==> src/design/cpd_defines.vh <==
// Constants for the column packet decoder
`ifndef CPD_DEFINES_VH
`define CPD_DEFINES_VH

// Register byte offsets
`define CPD_OFS_DEVID 4'h0
`define CPD_OFS_POWER 4'h4
`define CPD_OFS_MASK 4'h8
`define CPD_OFS_COUNT 4'hc

// Reset values
`define CPD_DEVID_RST 5'h00
`define CPD_MASK_RST 8'hff

// Power register bits
`define CPD_PWR_ATTENTION_STATE 0
`define CPD_PWR_STANDBY_STATE 1

// AXI responses
`define CPD_RESP_OKAY 2'h0
`define CPD_RESP_SLVERR 2'h2

// Sampled pin vector layout
`define CPD_PIN_W 39
`define CPD_PIN_FRAME 38
`define CPD_PRIM_HI 37
`define CPD_PRIM_LO 17
`define CPD_SEC_HI 16
`define CPD_SEC_LO 0

// Primary packet fields, relative to the primary slice
`define CPD_PDEV_HI 20
`define CPD_PDEV_LO 16
`define CPD_PBANK_HI 15
`define CPD_PBANK_LO 11
`define CPD_PCOL_HI 10
`define CPD_PCOL_LO 4
`define CPD_POP_RELAX 3
`define CPD_POP_LOW_HI 2
`define CPD_POP_LOW_LO 0

// Primary opcode low bits
`define CPD_OP_NOP 3'h0
`define CPD_OP_WR 3'h1
`define CPD_OP_RSV0 3'h2
`define CPD_OP_RD 3'h3
`define CPD_OP_COLUMN_PRECHARGE_CMD 3'h4
`define CPD_OP_WRA 3'h5
`define CPD_OP_RSV1 3'h6
`define CPD_OP_RDA 3'h7

// Secondary packet fields, relative to the secondary slice
`define CPD_SEL_BIT 16
`define CPD_MB_HI 15
`define CPD_MB_LO 8
`define CPD_MA_HI 7
`define CPD_MA_LO 0
`define CPD_XDEV_HI 14
`define CPD_XDEV_LO 10
`define CPD_XBANK_HI 9
`define CPD_XBANK_LO 5
`define CPD_XOP_HI 4
`define CPD_XOP_LO 0
`define CPD_XOP_NOP 5'h00
`define CPD_XOP_EXTENDED_PRECHARGE_CMD 4
`define CPD_XOP_CAL 3
`define CPD_XOP_SAM 2
`define CPD_XOP_RELAX 1
`define CPD_XOP_RSV 0

`endif

==> src/design/cpd_column_packet_decoder.v <==
// Column packet decoder with AXI4-Lite register slave
//
// Functional notes
// - Primary packets are taken only in attention state; ignored in standby.
// - Every taken primary packet retires the write buffer, any device field.
// - Matching opcode x000 only retires; x010 and x110 also only retire.
// - Write: retire first, then load addressed column into write buffer.
// - Read: read addressed column of addressed bank.
// - Column precharge: retire, then precharge addressed bank.
// - Write with autoprecharge: precharge bank after the new data retires.
// - Read with autoprecharge: read, then precharge bank afterwards.
// - Top primary opcode bit set moves the device to standby.
// - Combined primary opcode bits perform every requested action.
// - Select bit 1: secondary packet holds two 8-bit bytemasks for writes.
// - Select bit 0: extended command; mismatch or opcode 00000 is no-op.
// - Extended opcode 1xxx0 precharges the extended bank.
// - Extended opcode x10x0 drives the calibration level.
// - Extended opcode x11x0 drives and samples the calibration level.
// - Extended opcode xxx10 moves the device to standby.
// - Combined extended opcode bits perform every requested action.
// - Bytemask bit 1 writes its byte, 0 suppresses; bit 0 is earliest.
// - Framing bit recognises the primary packet and locates the secondary.
`timescale 1ns/1ps
`default_nettype none
`include "cpd_defines.vh"

module cpd_column_packet_decoder #(
    parameter ADDR_W = 4,
    parameter CNT_W = 16
) (
    input wire aclk,
    input wire aresetn,
    input wire ce,
    input wire [ADDR_W-1:0] s_axi_awaddr,
    input wire s_axi_awvalid,
    output reg s_axi_awready,
    input wire [31:0] s_axi_wdata,
    input wire [3:0] s_axi_wstrb,
    input wire s_axi_wvalid,
    output reg s_axi_wready,
    output reg [1:0] s_axi_bresp,
    output reg s_axi_bvalid,
    input wire s_axi_bready,
    input wire [ADDR_W-1:0] s_axi_araddr,
    input wire s_axi_arvalid,
    output reg s_axi_arready,
    output reg [31:0] s_axi_rdata,
    output reg [1:0] s_axi_rresp,
    output reg s_axi_rvalid,
    input wire s_axi_rready,
    input wire col_frame_pin,
    input wire [20:0] primary_column_packet,
    input wire [16:0] secondary_packet,
    output reg attention_state_r,
    output reg retire_r,
    output reg write_r,
    output reg read_r,
    output reg col_prech_r,
    output reg auto_prech_r,
    output reg [4:0] bank_r,
    output reg [6:0] column_r,
    output reg [4:0] auto_bank_r,
    output reg ext_prech_r,
    output reg [4:0] ext_bank_r,
    output reg cal_drive_r,
    output reg cal_sample_r,
    output reg [7:0] lane_a_bytemask_r,
    output reg [7:0] lane_b_bytemask_r
);

    // Pin synchroniser, three stages
    reg [`CPD_PIN_W-1:0] pin_s1_r;
    reg [`CPD_PIN_W-1:0] pin_s2_r;
    reg [`CPD_PIN_W-1:0] pin_s3_r;
    reg frame_seen_r;
    wire pins_stable;
    wire new_frame;
    wire [20:0] prim;
    wire [16:0] sec;
    wire [4:0] pdev;
    wire [2:0] op_low;
    wire [4:0] xop;
    wire prim_match;
    wire ext_match;
    wire take;
    wire xop_act;

    reg [4:0] own_device_identifier_r;
    reg wra_pend_r;
    reg [4:0] wra_bank_r;
    reg rda_pend_r;
    reg [4:0] rda_bank_r;
    reg [CNT_W-1:0] taken_cnt_r;
    reg [CNT_W-1:0] refused_cnt_r;

    reg aw_held_r;
    reg w_held_r;
    reg [ADDR_W-1:0] awaddr_r;
    reg [31:0] wdata_r;
    reg [3:0] wstrb_r;
    wire wr_go;
    wire rd_go;
    reg wr_hit;
    reg [31:0] rd_data;
    reg rd_hit;
    reg set_attention_state;

    assign pins_stable = (pin_s2_r == pin_s3_r);
    // Rising edge of the framing bit marks a packet pair
    assign new_frame = pins_stable && pin_s3_r[`CPD_PIN_FRAME] &&
        !frame_seen_r;
    assign prim = pin_s3_r[`CPD_PRIM_HI:`CPD_PRIM_LO];
    assign sec = pin_s3_r[`CPD_SEC_HI:`CPD_SEC_LO];
    assign pdev = prim[`CPD_PDEV_HI:`CPD_PDEV_LO];
    assign op_low = prim[`CPD_POP_LOW_HI:`CPD_POP_LOW_LO];
    assign xop = sec[`CPD_XOP_HI:`CPD_XOP_LO];
    assign take = new_frame && attention_state_r;
    assign prim_match = (pdev == own_device_identifier_r);
    assign ext_match = !sec[`CPD_SEL_BIT] &&
        (sec[`CPD_XDEV_HI:`CPD_XDEV_LO] == own_device_identifier_r);
    // Reserved and null extended opcodes do nothing
    assign xop_act = ext_match && (xop != `CPD_XOP_NOP) &&
        !xop[`CPD_XOP_RSV];

    assign wr_go = aw_held_r && w_held_r && !s_axi_bvalid;
    assign rd_go = s_axi_arvalid && s_axi_arready;

    always @*
    begin
        wr_hit = 1'b0;
        set_attention_state = 1'b0;
        case (awaddr_r)
            `CPD_OFS_DEVID: wr_hit = 1'b1;
            `CPD_OFS_POWER:
            begin
                wr_hit = 1'b1;
                set_attention_state = wr_go && wstrb_r[0] && wdata_r[`CPD_PWR_ATTENTION_STATE];
            end
            default: wr_hit = 1'b0;
        endcase
    end

    always @*
    begin
        rd_data = 32'h0000_0000;
        rd_hit = 1'b1;
        case (s_axi_araddr)
            `CPD_OFS_DEVID: rd_data[4:0] = own_device_identifier_r;
            `CPD_OFS_POWER: rd_data[`CPD_PWR_ATTENTION_STATE] = attention_state_r;
            `CPD_OFS_MASK: rd_data[15:0] = {lane_b_bytemask_r,
                lane_a_bytemask_r};
            `CPD_OFS_COUNT: rd_data = {refused_cnt_r, taken_cnt_r};
            default: rd_hit = 1'b0;
        endcase
    end

    always @(posedge aclk)
    begin
        if (!aresetn)
        begin
            pin_s1_r <= {`CPD_PIN_W{1'b0}};
            pin_s2_r <= {`CPD_PIN_W{1'b0}};
            pin_s3_r <= {`CPD_PIN_W{1'b0}};
            frame_seen_r <= 1'b0;
        end
        else if (ce)
        begin
            pin_s1_r <= {col_frame_pin, primary_column_packet,
                secondary_packet};
            pin_s2_r <= pin_s1_r;
            pin_s3_r <= pin_s2_r;
            if (pins_stable)
                frame_seen_r <= pin_s3_r[`CPD_PIN_FRAME];
        end
    end

    // Command decode
    always @(posedge aclk)
    begin
        if (!aresetn)
        begin
            attention_state_r <= 1'b1;
            retire_r <= 1'b0;
            write_r <= 1'b0;
            read_r <= 1'b0;
            col_prech_r <= 1'b0;
            auto_prech_r <= 1'b0;
            bank_r <= 5'h00;
            column_r <= 7'h00;
            auto_bank_r <= 5'h00;
            ext_prech_r <= 1'b0;
            ext_bank_r <= 5'h00;
            cal_drive_r <= 1'b0;
            cal_sample_r <= 1'b0;
            lane_a_bytemask_r <= `CPD_MASK_RST;
            lane_b_bytemask_r <= `CPD_MASK_RST;
            wra_pend_r <= 1'b0;
            wra_bank_r <= 5'h00;
            rda_pend_r <= 1'b0;
            rda_bank_r <= 5'h00;
            taken_cnt_r <= {CNT_W{1'b0}};
            refused_cnt_r <= {CNT_W{1'b0}};
        end
        else if (ce)
        begin
            retire_r <= take;
            write_r <= 1'b0;
            read_r <= 1'b0;
            col_prech_r <= 1'b0;
            auto_prech_r <= 1'b0;
            ext_prech_r <= 1'b0;
            cal_drive_r <= 1'b0;
            cal_sample_r <= 1'b0;
            rda_pend_r <= 1'b0;
            if (new_frame && !attention_state_r)
                refused_cnt_r <= refused_cnt_r + 1'b1;
            // Deferred read precharge follows the read by one cycle
            if (rda_pend_r)
            begin
                auto_prech_r <= 1'b1;
                auto_bank_r <= rda_bank_r;
            end
            if (take)
            begin
                taken_cnt_r <= taken_cnt_r + 1'b1;
                bank_r <= prim[`CPD_PBANK_HI:`CPD_PBANK_LO];
                column_r <= prim[`CPD_PCOL_HI:`CPD_PCOL_LO];
                // Retiring the buffer releases a pending write precharge
                if (wra_pend_r)
                begin
                    auto_prech_r <= 1'b1;
                    auto_bank_r <= wra_bank_r;
                    wra_pend_r <= 1'b0;
                end
                if (prim_match)
                begin
                    case (op_low)
                        `CPD_OP_WR: write_r <= 1'b1;
                        `CPD_OP_RD: read_r <= 1'b1;
                        `CPD_OP_COLUMN_PRECHARGE_CMD: col_prech_r <= 1'b1;
                        `CPD_OP_WRA:
                        begin
                            write_r <= 1'b1;
                            wra_pend_r <= 1'b1;
                            wra_bank_r <= prim[`CPD_PBANK_HI:`CPD_PBANK_LO];
                        end
                        `CPD_OP_RDA:
                        begin
                            read_r <= 1'b1;
                            rda_pend_r <= 1'b1;
                            rda_bank_r <= prim[`CPD_PBANK_HI:`CPD_PBANK_LO];
                        end
                        default: write_r <= 1'b0;
                    endcase
                end
                if (sec[`CPD_SEL_BIT])
                begin
                    lane_a_bytemask_r <= sec[`CPD_MA_HI:`CPD_MA_LO];
                    lane_b_bytemask_r <= sec[`CPD_MB_HI:`CPD_MB_LO];
                end
                if (xop_act)
                begin
                    ext_bank_r <= sec[`CPD_XBANK_HI:`CPD_XBANK_LO];
                    ext_prech_r <= xop[`CPD_XOP_EXTENDED_PRECHARGE_CMD];
                    cal_drive_r <= xop[`CPD_XOP_CAL] ||
                        (xop[`CPD_XOP_SAM] && !xop[`CPD_XOP_CAL]);
                    cal_sample_r <= xop[`CPD_XOP_CAL] &&
                        xop[`CPD_XOP_SAM];
                end
            end
            // Relax wins over a same-cycle software attention request
            if ((take && prim_match && prim[`CPD_POP_RELAX]) ||
                (take && xop_act && xop[`CPD_XOP_RELAX]))
                attention_state_r <= 1'b0;
            else if (set_attention_state)
                attention_state_r <= 1'b1;
            else if (wr_go && wr_hit && (awaddr_r == `CPD_OFS_POWER) &&
                wstrb_r[0] && wdata_r[`CPD_PWR_STANDBY_STATE])
                attention_state_r <= 1'b0;
        end
    end

    // AXI4-Lite slave
    always @(posedge aclk)
    begin
        if (!aresetn)
        begin
            s_axi_awready <= 1'b0;
            s_axi_wready <= 1'b0;
            s_axi_bvalid <= 1'b0;
            s_axi_bresp <= `CPD_RESP_OKAY;
            s_axi_arready <= 1'b0;
            s_axi_rvalid <= 1'b0;
            s_axi_rresp <= `CPD_RESP_OKAY;
            s_axi_rdata <= 32'h0000_0000;
            aw_held_r <= 1'b0;
            w_held_r <= 1'b0;
            awaddr_r <= {ADDR_W{1'b0}};
            wdata_r <= 32'h0000_0000;
            wstrb_r <= 4'h0;
            own_device_identifier_r <= `CPD_DEVID_RST;
        end
        else if (ce)
        begin
            s_axi_awready <= !aw_held_r && !s_axi_awready && !s_axi_bvalid;
            s_axi_wready <= !w_held_r && !s_axi_wready && !s_axi_bvalid;
            if (s_axi_awvalid && s_axi_awready)
            begin
                aw_held_r <= 1'b1;
                awaddr_r <= s_axi_awaddr;
                s_axi_awready <= 1'b0;
            end
            if (s_axi_wvalid && s_axi_wready)
            begin
                w_held_r <= 1'b1;
                wdata_r <= s_axi_wdata;
                wstrb_r <= s_axi_wstrb;
                s_axi_wready <= 1'b0;
            end
            if (wr_go)
            begin
                aw_held_r <= 1'b0;
                w_held_r <= 1'b0;
                s_axi_bvalid <= 1'b1;
                s_axi_bresp <= wr_hit ? `CPD_RESP_OKAY : `CPD_RESP_SLVERR;
                if ((awaddr_r == `CPD_OFS_DEVID) && wstrb_r[0])
                    own_device_identifier_r <= wdata_r[4:0];
            end
            else if (s_axi_bvalid && s_axi_bready)
                s_axi_bvalid <= 1'b0;
            s_axi_arready <= !s_axi_arready && !s_axi_rvalid &&
                s_axi_arvalid;
            if (rd_go)
            begin
                s_axi_rvalid <= 1'b1;
                s_axi_rdata <= rd_data;
                s_axi_rresp <= rd_hit ? `CPD_RESP_OKAY : `CPD_RESP_SLVERR;
            end
            else if (s_axi_rvalid && s_axi_rready)
                s_axi_rvalid <= 1'b0;
        end
    end

endmodule

`default_nettype wire

==> config.mk <==
export PLATFORM = sky130hd
export DESIGN_NAME = cpd_column_packet_decoder
export DESIGN_NICKNAME = d
export VERILOG_FILES = /design/src/design/cpd_column_packet_decoder.v
export VERILOG_INCLUDE_DIRS = /design/src /design/src/design
export SDC_FILE = /design/constraint.sdc
export NUM_CORES = 1
export LEC_CHECK = 0
export BUFFER_PORTS_ARGS = -buffer_cell sky130_fd_sc_hd__buf_2
export CORE_ASPECT_RATIO = 1.25
export CORE_MARGIN = 3
export CORE_UTILIZATION = 56
export DETAILED_ROUTE_END_ITERATION = 12
export PLACE_DENSITY = 0.85
export SYNTH_ARGS = -nofsm -noshare
export SYNTH_HDL_FRONTEND = slang
export SYNTH_SLANG_ARGS = --single-unit
==> constraint.sdc <==
create_clock -name aclk -period 3.3 [get_ports aclk]
set_input_delay 0.825 -clock aclk [delete_from_list [all_inputs] [get_ports aclk]]
set_output_delay 0.825 -clock aclk [all_outputs]
set_load 0.01 [all_outputs]
==> summary.md <==
| Metric | Value |
|---|---|
| Setup violators final | `0` |
| Syn avg cell area | `9.23 um2` |
| Post-synth EDFFs | `0` |
| Vias | `8825` |
| Setup WS post-layout | `0.396 ns` |
| Die Wd | `130 um` |
| Area after DPL | `11600 um2` |
| Ys async rst share | `0` |
| Worst r2r src | `pin_s3_r[6]` |
| Least-Margin Pin Slew | `0.770 ns` |
| Worst rel slew slack | `0.485` |
| Die area | `21000 um2` |
| Synth Flop Type | `dfxtp_1` |
| Crit path DAT | `3.34 ns` |
| Final WL | `26100 um` |
| Commonest cells in the netlist | `dfxtp_1, nor2_1, mux2i_1` |
| CTS H-tree lvls | `1` |
| Antenna diode count | `0` |
| Multi-input logic area | `5110 um2` |
| Outcome | `finished, final reports clean` |
| Post-synth top area share | `0.492` |
| Post-Syn Instances | `1168` |
| DP Wirelength | `18100 um` |
| WS Path Type | `flop to flop` |
| Clock Tree Buf Depth | `3` |
| Distinct cells, synth | `46` |
| PortBufs | `146` |
| Tcrit/Tclk final | `0.880` |
| Share of cells above drive strength 1 | `0.166` |
| Post-CTS Setup Inserts | `0` |
| Pwr/cell area | `521 nW/um2` |
| DR DRC count | `0` |
| Total CTS buffers | `25` |
| Crit Path Max Fanout | `18` |
| Worst-path clk slew | `0.06 ns` |
| Cell area after synthesis | `10800 um2` |
| Layout overhead on the synthesized area | `15.3%` |
| Final instance area | `12400 um2` |
| Standard-cell rows | `56` |
| Worst Hold Launch | `s_axi_rdata[29]` |
| Startpoint types | `flop` |
| Register area | `5310 um2` |
| R2R Setup Slk | `0.40 ns` |
| Wire length per cell | `17.1 um` |
| Ranking of synthesized cells by area | `dfxtp_1, mux2i_1, nor2_1` |
| DR pass1 iterations | `5` |
| Core box area | `18800 um2` |
| Worst hold endpoint | `s_axi_rdata[29]` |
| RSZ-0062 raised after global routing | `no` |
| Cell with the most instances after synthesis | `dfxtp_1` |
| Final Hold Viols | `0` |
| Hold Path Stages | `2` |
| Setup crit end kind | `flop` |
| Setup TNS | `0 ns` |
| Leak | `5.29 nW` |
| Vias per cell | `5.79` |
| Hold Crit Class | `flop to flop` |
| Worst Clk Skew | `0.0117 ns` |
| R2R Path End | `taken_cnt_r[15]` |
| GR Overflow Total | `0` |
| Clk sinks | `265` |
| Initial Util | `0.572` |
| Initial antenna violation count | `0` |
| Largest area contributor in the netlist | `dfxtp_1` |
| FILL cells | `1497` |
| Vias in the first global route | `8240` |
| Ports | `179` |
| Clock root buffer master | `clkbuf_16` |
| Final #Nets | `1369` |
| Pin count of the biggest net entering global routing | `88` |
| Global-route wire length before repair | `41600 um` |
| Max-slew violations | `0` |
| WP data required | `3.74 ns` |
| #FFs+latches synth | `265` |
| Worst R2R Path Depth | `7` |
| CTS Hold Buffers Added | `0` |
| Post-CTS Resized | `0` |
| Tmin final | `2.90 ns` |
| Initial drt markers | `839` |
| Worst-skew pair later-pin latency | `0.51 ns` |
| Sequential cell area fraction in the yosys report | `0.492` |
| Max-cap violations | `0` |
| Place WS | `0.380 ns` |
| CTS tree | `done` |
| VDD IR max | `0.512 mV` |
| GRT Util Overall | `0.241` |
| GPL Wtd Cong | `0.905` |
| Synth warnings | `0` |
| FMAX | `0.344 GHz` |
| Antenna Nets Post-Route | `0` |
| Die height | `161 um` |
-- cell families after synthesis --
kind of cell / Yosys count / synth area share
compound gates: 154 / 0.0880
xor+xnor: 51 / 0.0414
fa+ha+maj: 2 / 0.00232
buf+inv: 94 / 0.0340
flops: 265 / 0.492
mux: 171 / 0.161
other cells: 1 / 0.000348
simple gates: 430 / 0.181
-- worst max-delay path by stage --
| stage | cells past startpoint | to | from |
|---|---|---|---|
| 2_1_floorplan | 8 | lane_a_bytemask_r[6] | ce |
| 3_3_place_gp | 8 | lane_b_bytemask_r[2] | ce |
| 3_5_place_dp | 7 | refused_cnt_r[15] | ce |
| 4_1_cts | 6 | ext_bank_r[2] | pin_s3_r[6] |
| 5_1_grt | 6 | ext_bank_r[0] | pin_s3_r[6] |
| 6_report | 7 | taken_cnt_r[15] | pin_s3_r[6] |
-- power breakdown --
part | internal (mW) | switching [mW]
Sequential | 3.26 | 0.0522
Clock | 1.59 | 1.17
Combinational | 0.169 | 0.238
Total | 5.02 | 1.46
-- metrics by stage --
| stage | instances | hold slack [ns] | power (mW) | utilization |
|---|---|---|---|---|
| after floorplan | 1169 | 0.434 | 3.66 | - |
| after global placement | 1481 | 0.434 | 3.78 | 0.618 |
| after detailed placement | 1481 | 0.441 | 3.79 | 0.618 |
| after CTS | 1525 | 0.451 | 6.51 | 0.660 |
| after global routing | 1525 | 0.475 | 6.69 | 0.660 |
| final | 1525 | 0.449 | 6.48 | 0.660 |
-- cell usage in the layout, fill, tap and decap left out, types with 5 or more instances in the layout --
cell type | synthesis | routed
mux2i_1 | 162 | 162
clkbuf_16 | 0 | 25
inv_1 | 12 | 11
clkinv_2 | 0 | 5
nand4_1 | 24 | 24
xnor2_1 | 43 | 43
o21ai_0 | 37 | 37
a21o_1 | 14 | 14
o31ai_1 | 16 | 16
a221oi_1 | 11 | 11
nor4_1 | 11 | 11
clkbuf_1 | 67 | 7
mux2_2 | 8 | 8
nor2_1 | 196 | 196
nand2_1 | 93 | 93
or3_1 | 18 | 18
and3_1 | 7 | 7
xor2_1 | 8 | 8
a21oi_1 | 53 | 53
or4_1 | 12 | 12
buf_2 | 5 | 145
buf_4 | 2 | 12
dfxtp_1 | 265 | 265
clkbuf_8 | 0 | 5
nor3_1 | 15 | 15
nand2b_1 | 5 | 5
nand3_1 | 37 | 37
-- flip-flops by register name, indices dropped and copies added, names as in the netlist, 7 cells and up --
register and cells:
pin_s1_r 39, pin_s2_r 39, pin_s3_r 39, s_axi_rdata 32, refused_cnt_r 16, taken_cnt_r 16
lane_a_bytemask_r 8, lane_b_bytemask_r 8, column_r 7
-- routing by layer --
| metal | track usage | wire length (um) | vias up | part of all wire |
|---|---|---|---|---|
| met3 | 0.0404 | 1740 | 56 | 0.067 |
| li1 | - | - | 4285 | - |
| met1 | 0.305 | 10500 | 4155 | 0.40 |
| met4 | 0.0855 | 857 | 0 | 0.033 |
| met2 | 0.412 | 13000 | 329 | 0.50 |
| met5 | 0 | 0 | - | 0 |
-- worst max-delay path: stages, from the launching register on --
cell	delay, ns
dfxtp_1	0.36
xnor2_1	0.47
nand4_1	0.20
nor4_1	0.52
nand4_1	0.26
buf_4	0.33
or4_1	0.53
a21oi_1	0.15
-- final cells by class --
class / count / share of cell area
clock buffer: 37 / 0.0580
clock inverter: 7 / 0.00513
inverter: 13 / 0.00433
multi-input combinational: 810 / 0.411
sequential: 265 / 0.427
tap: 232 / 0.0233
timing repair buffer: 161 / 0.0713
(Power assumes the default switching activity.)
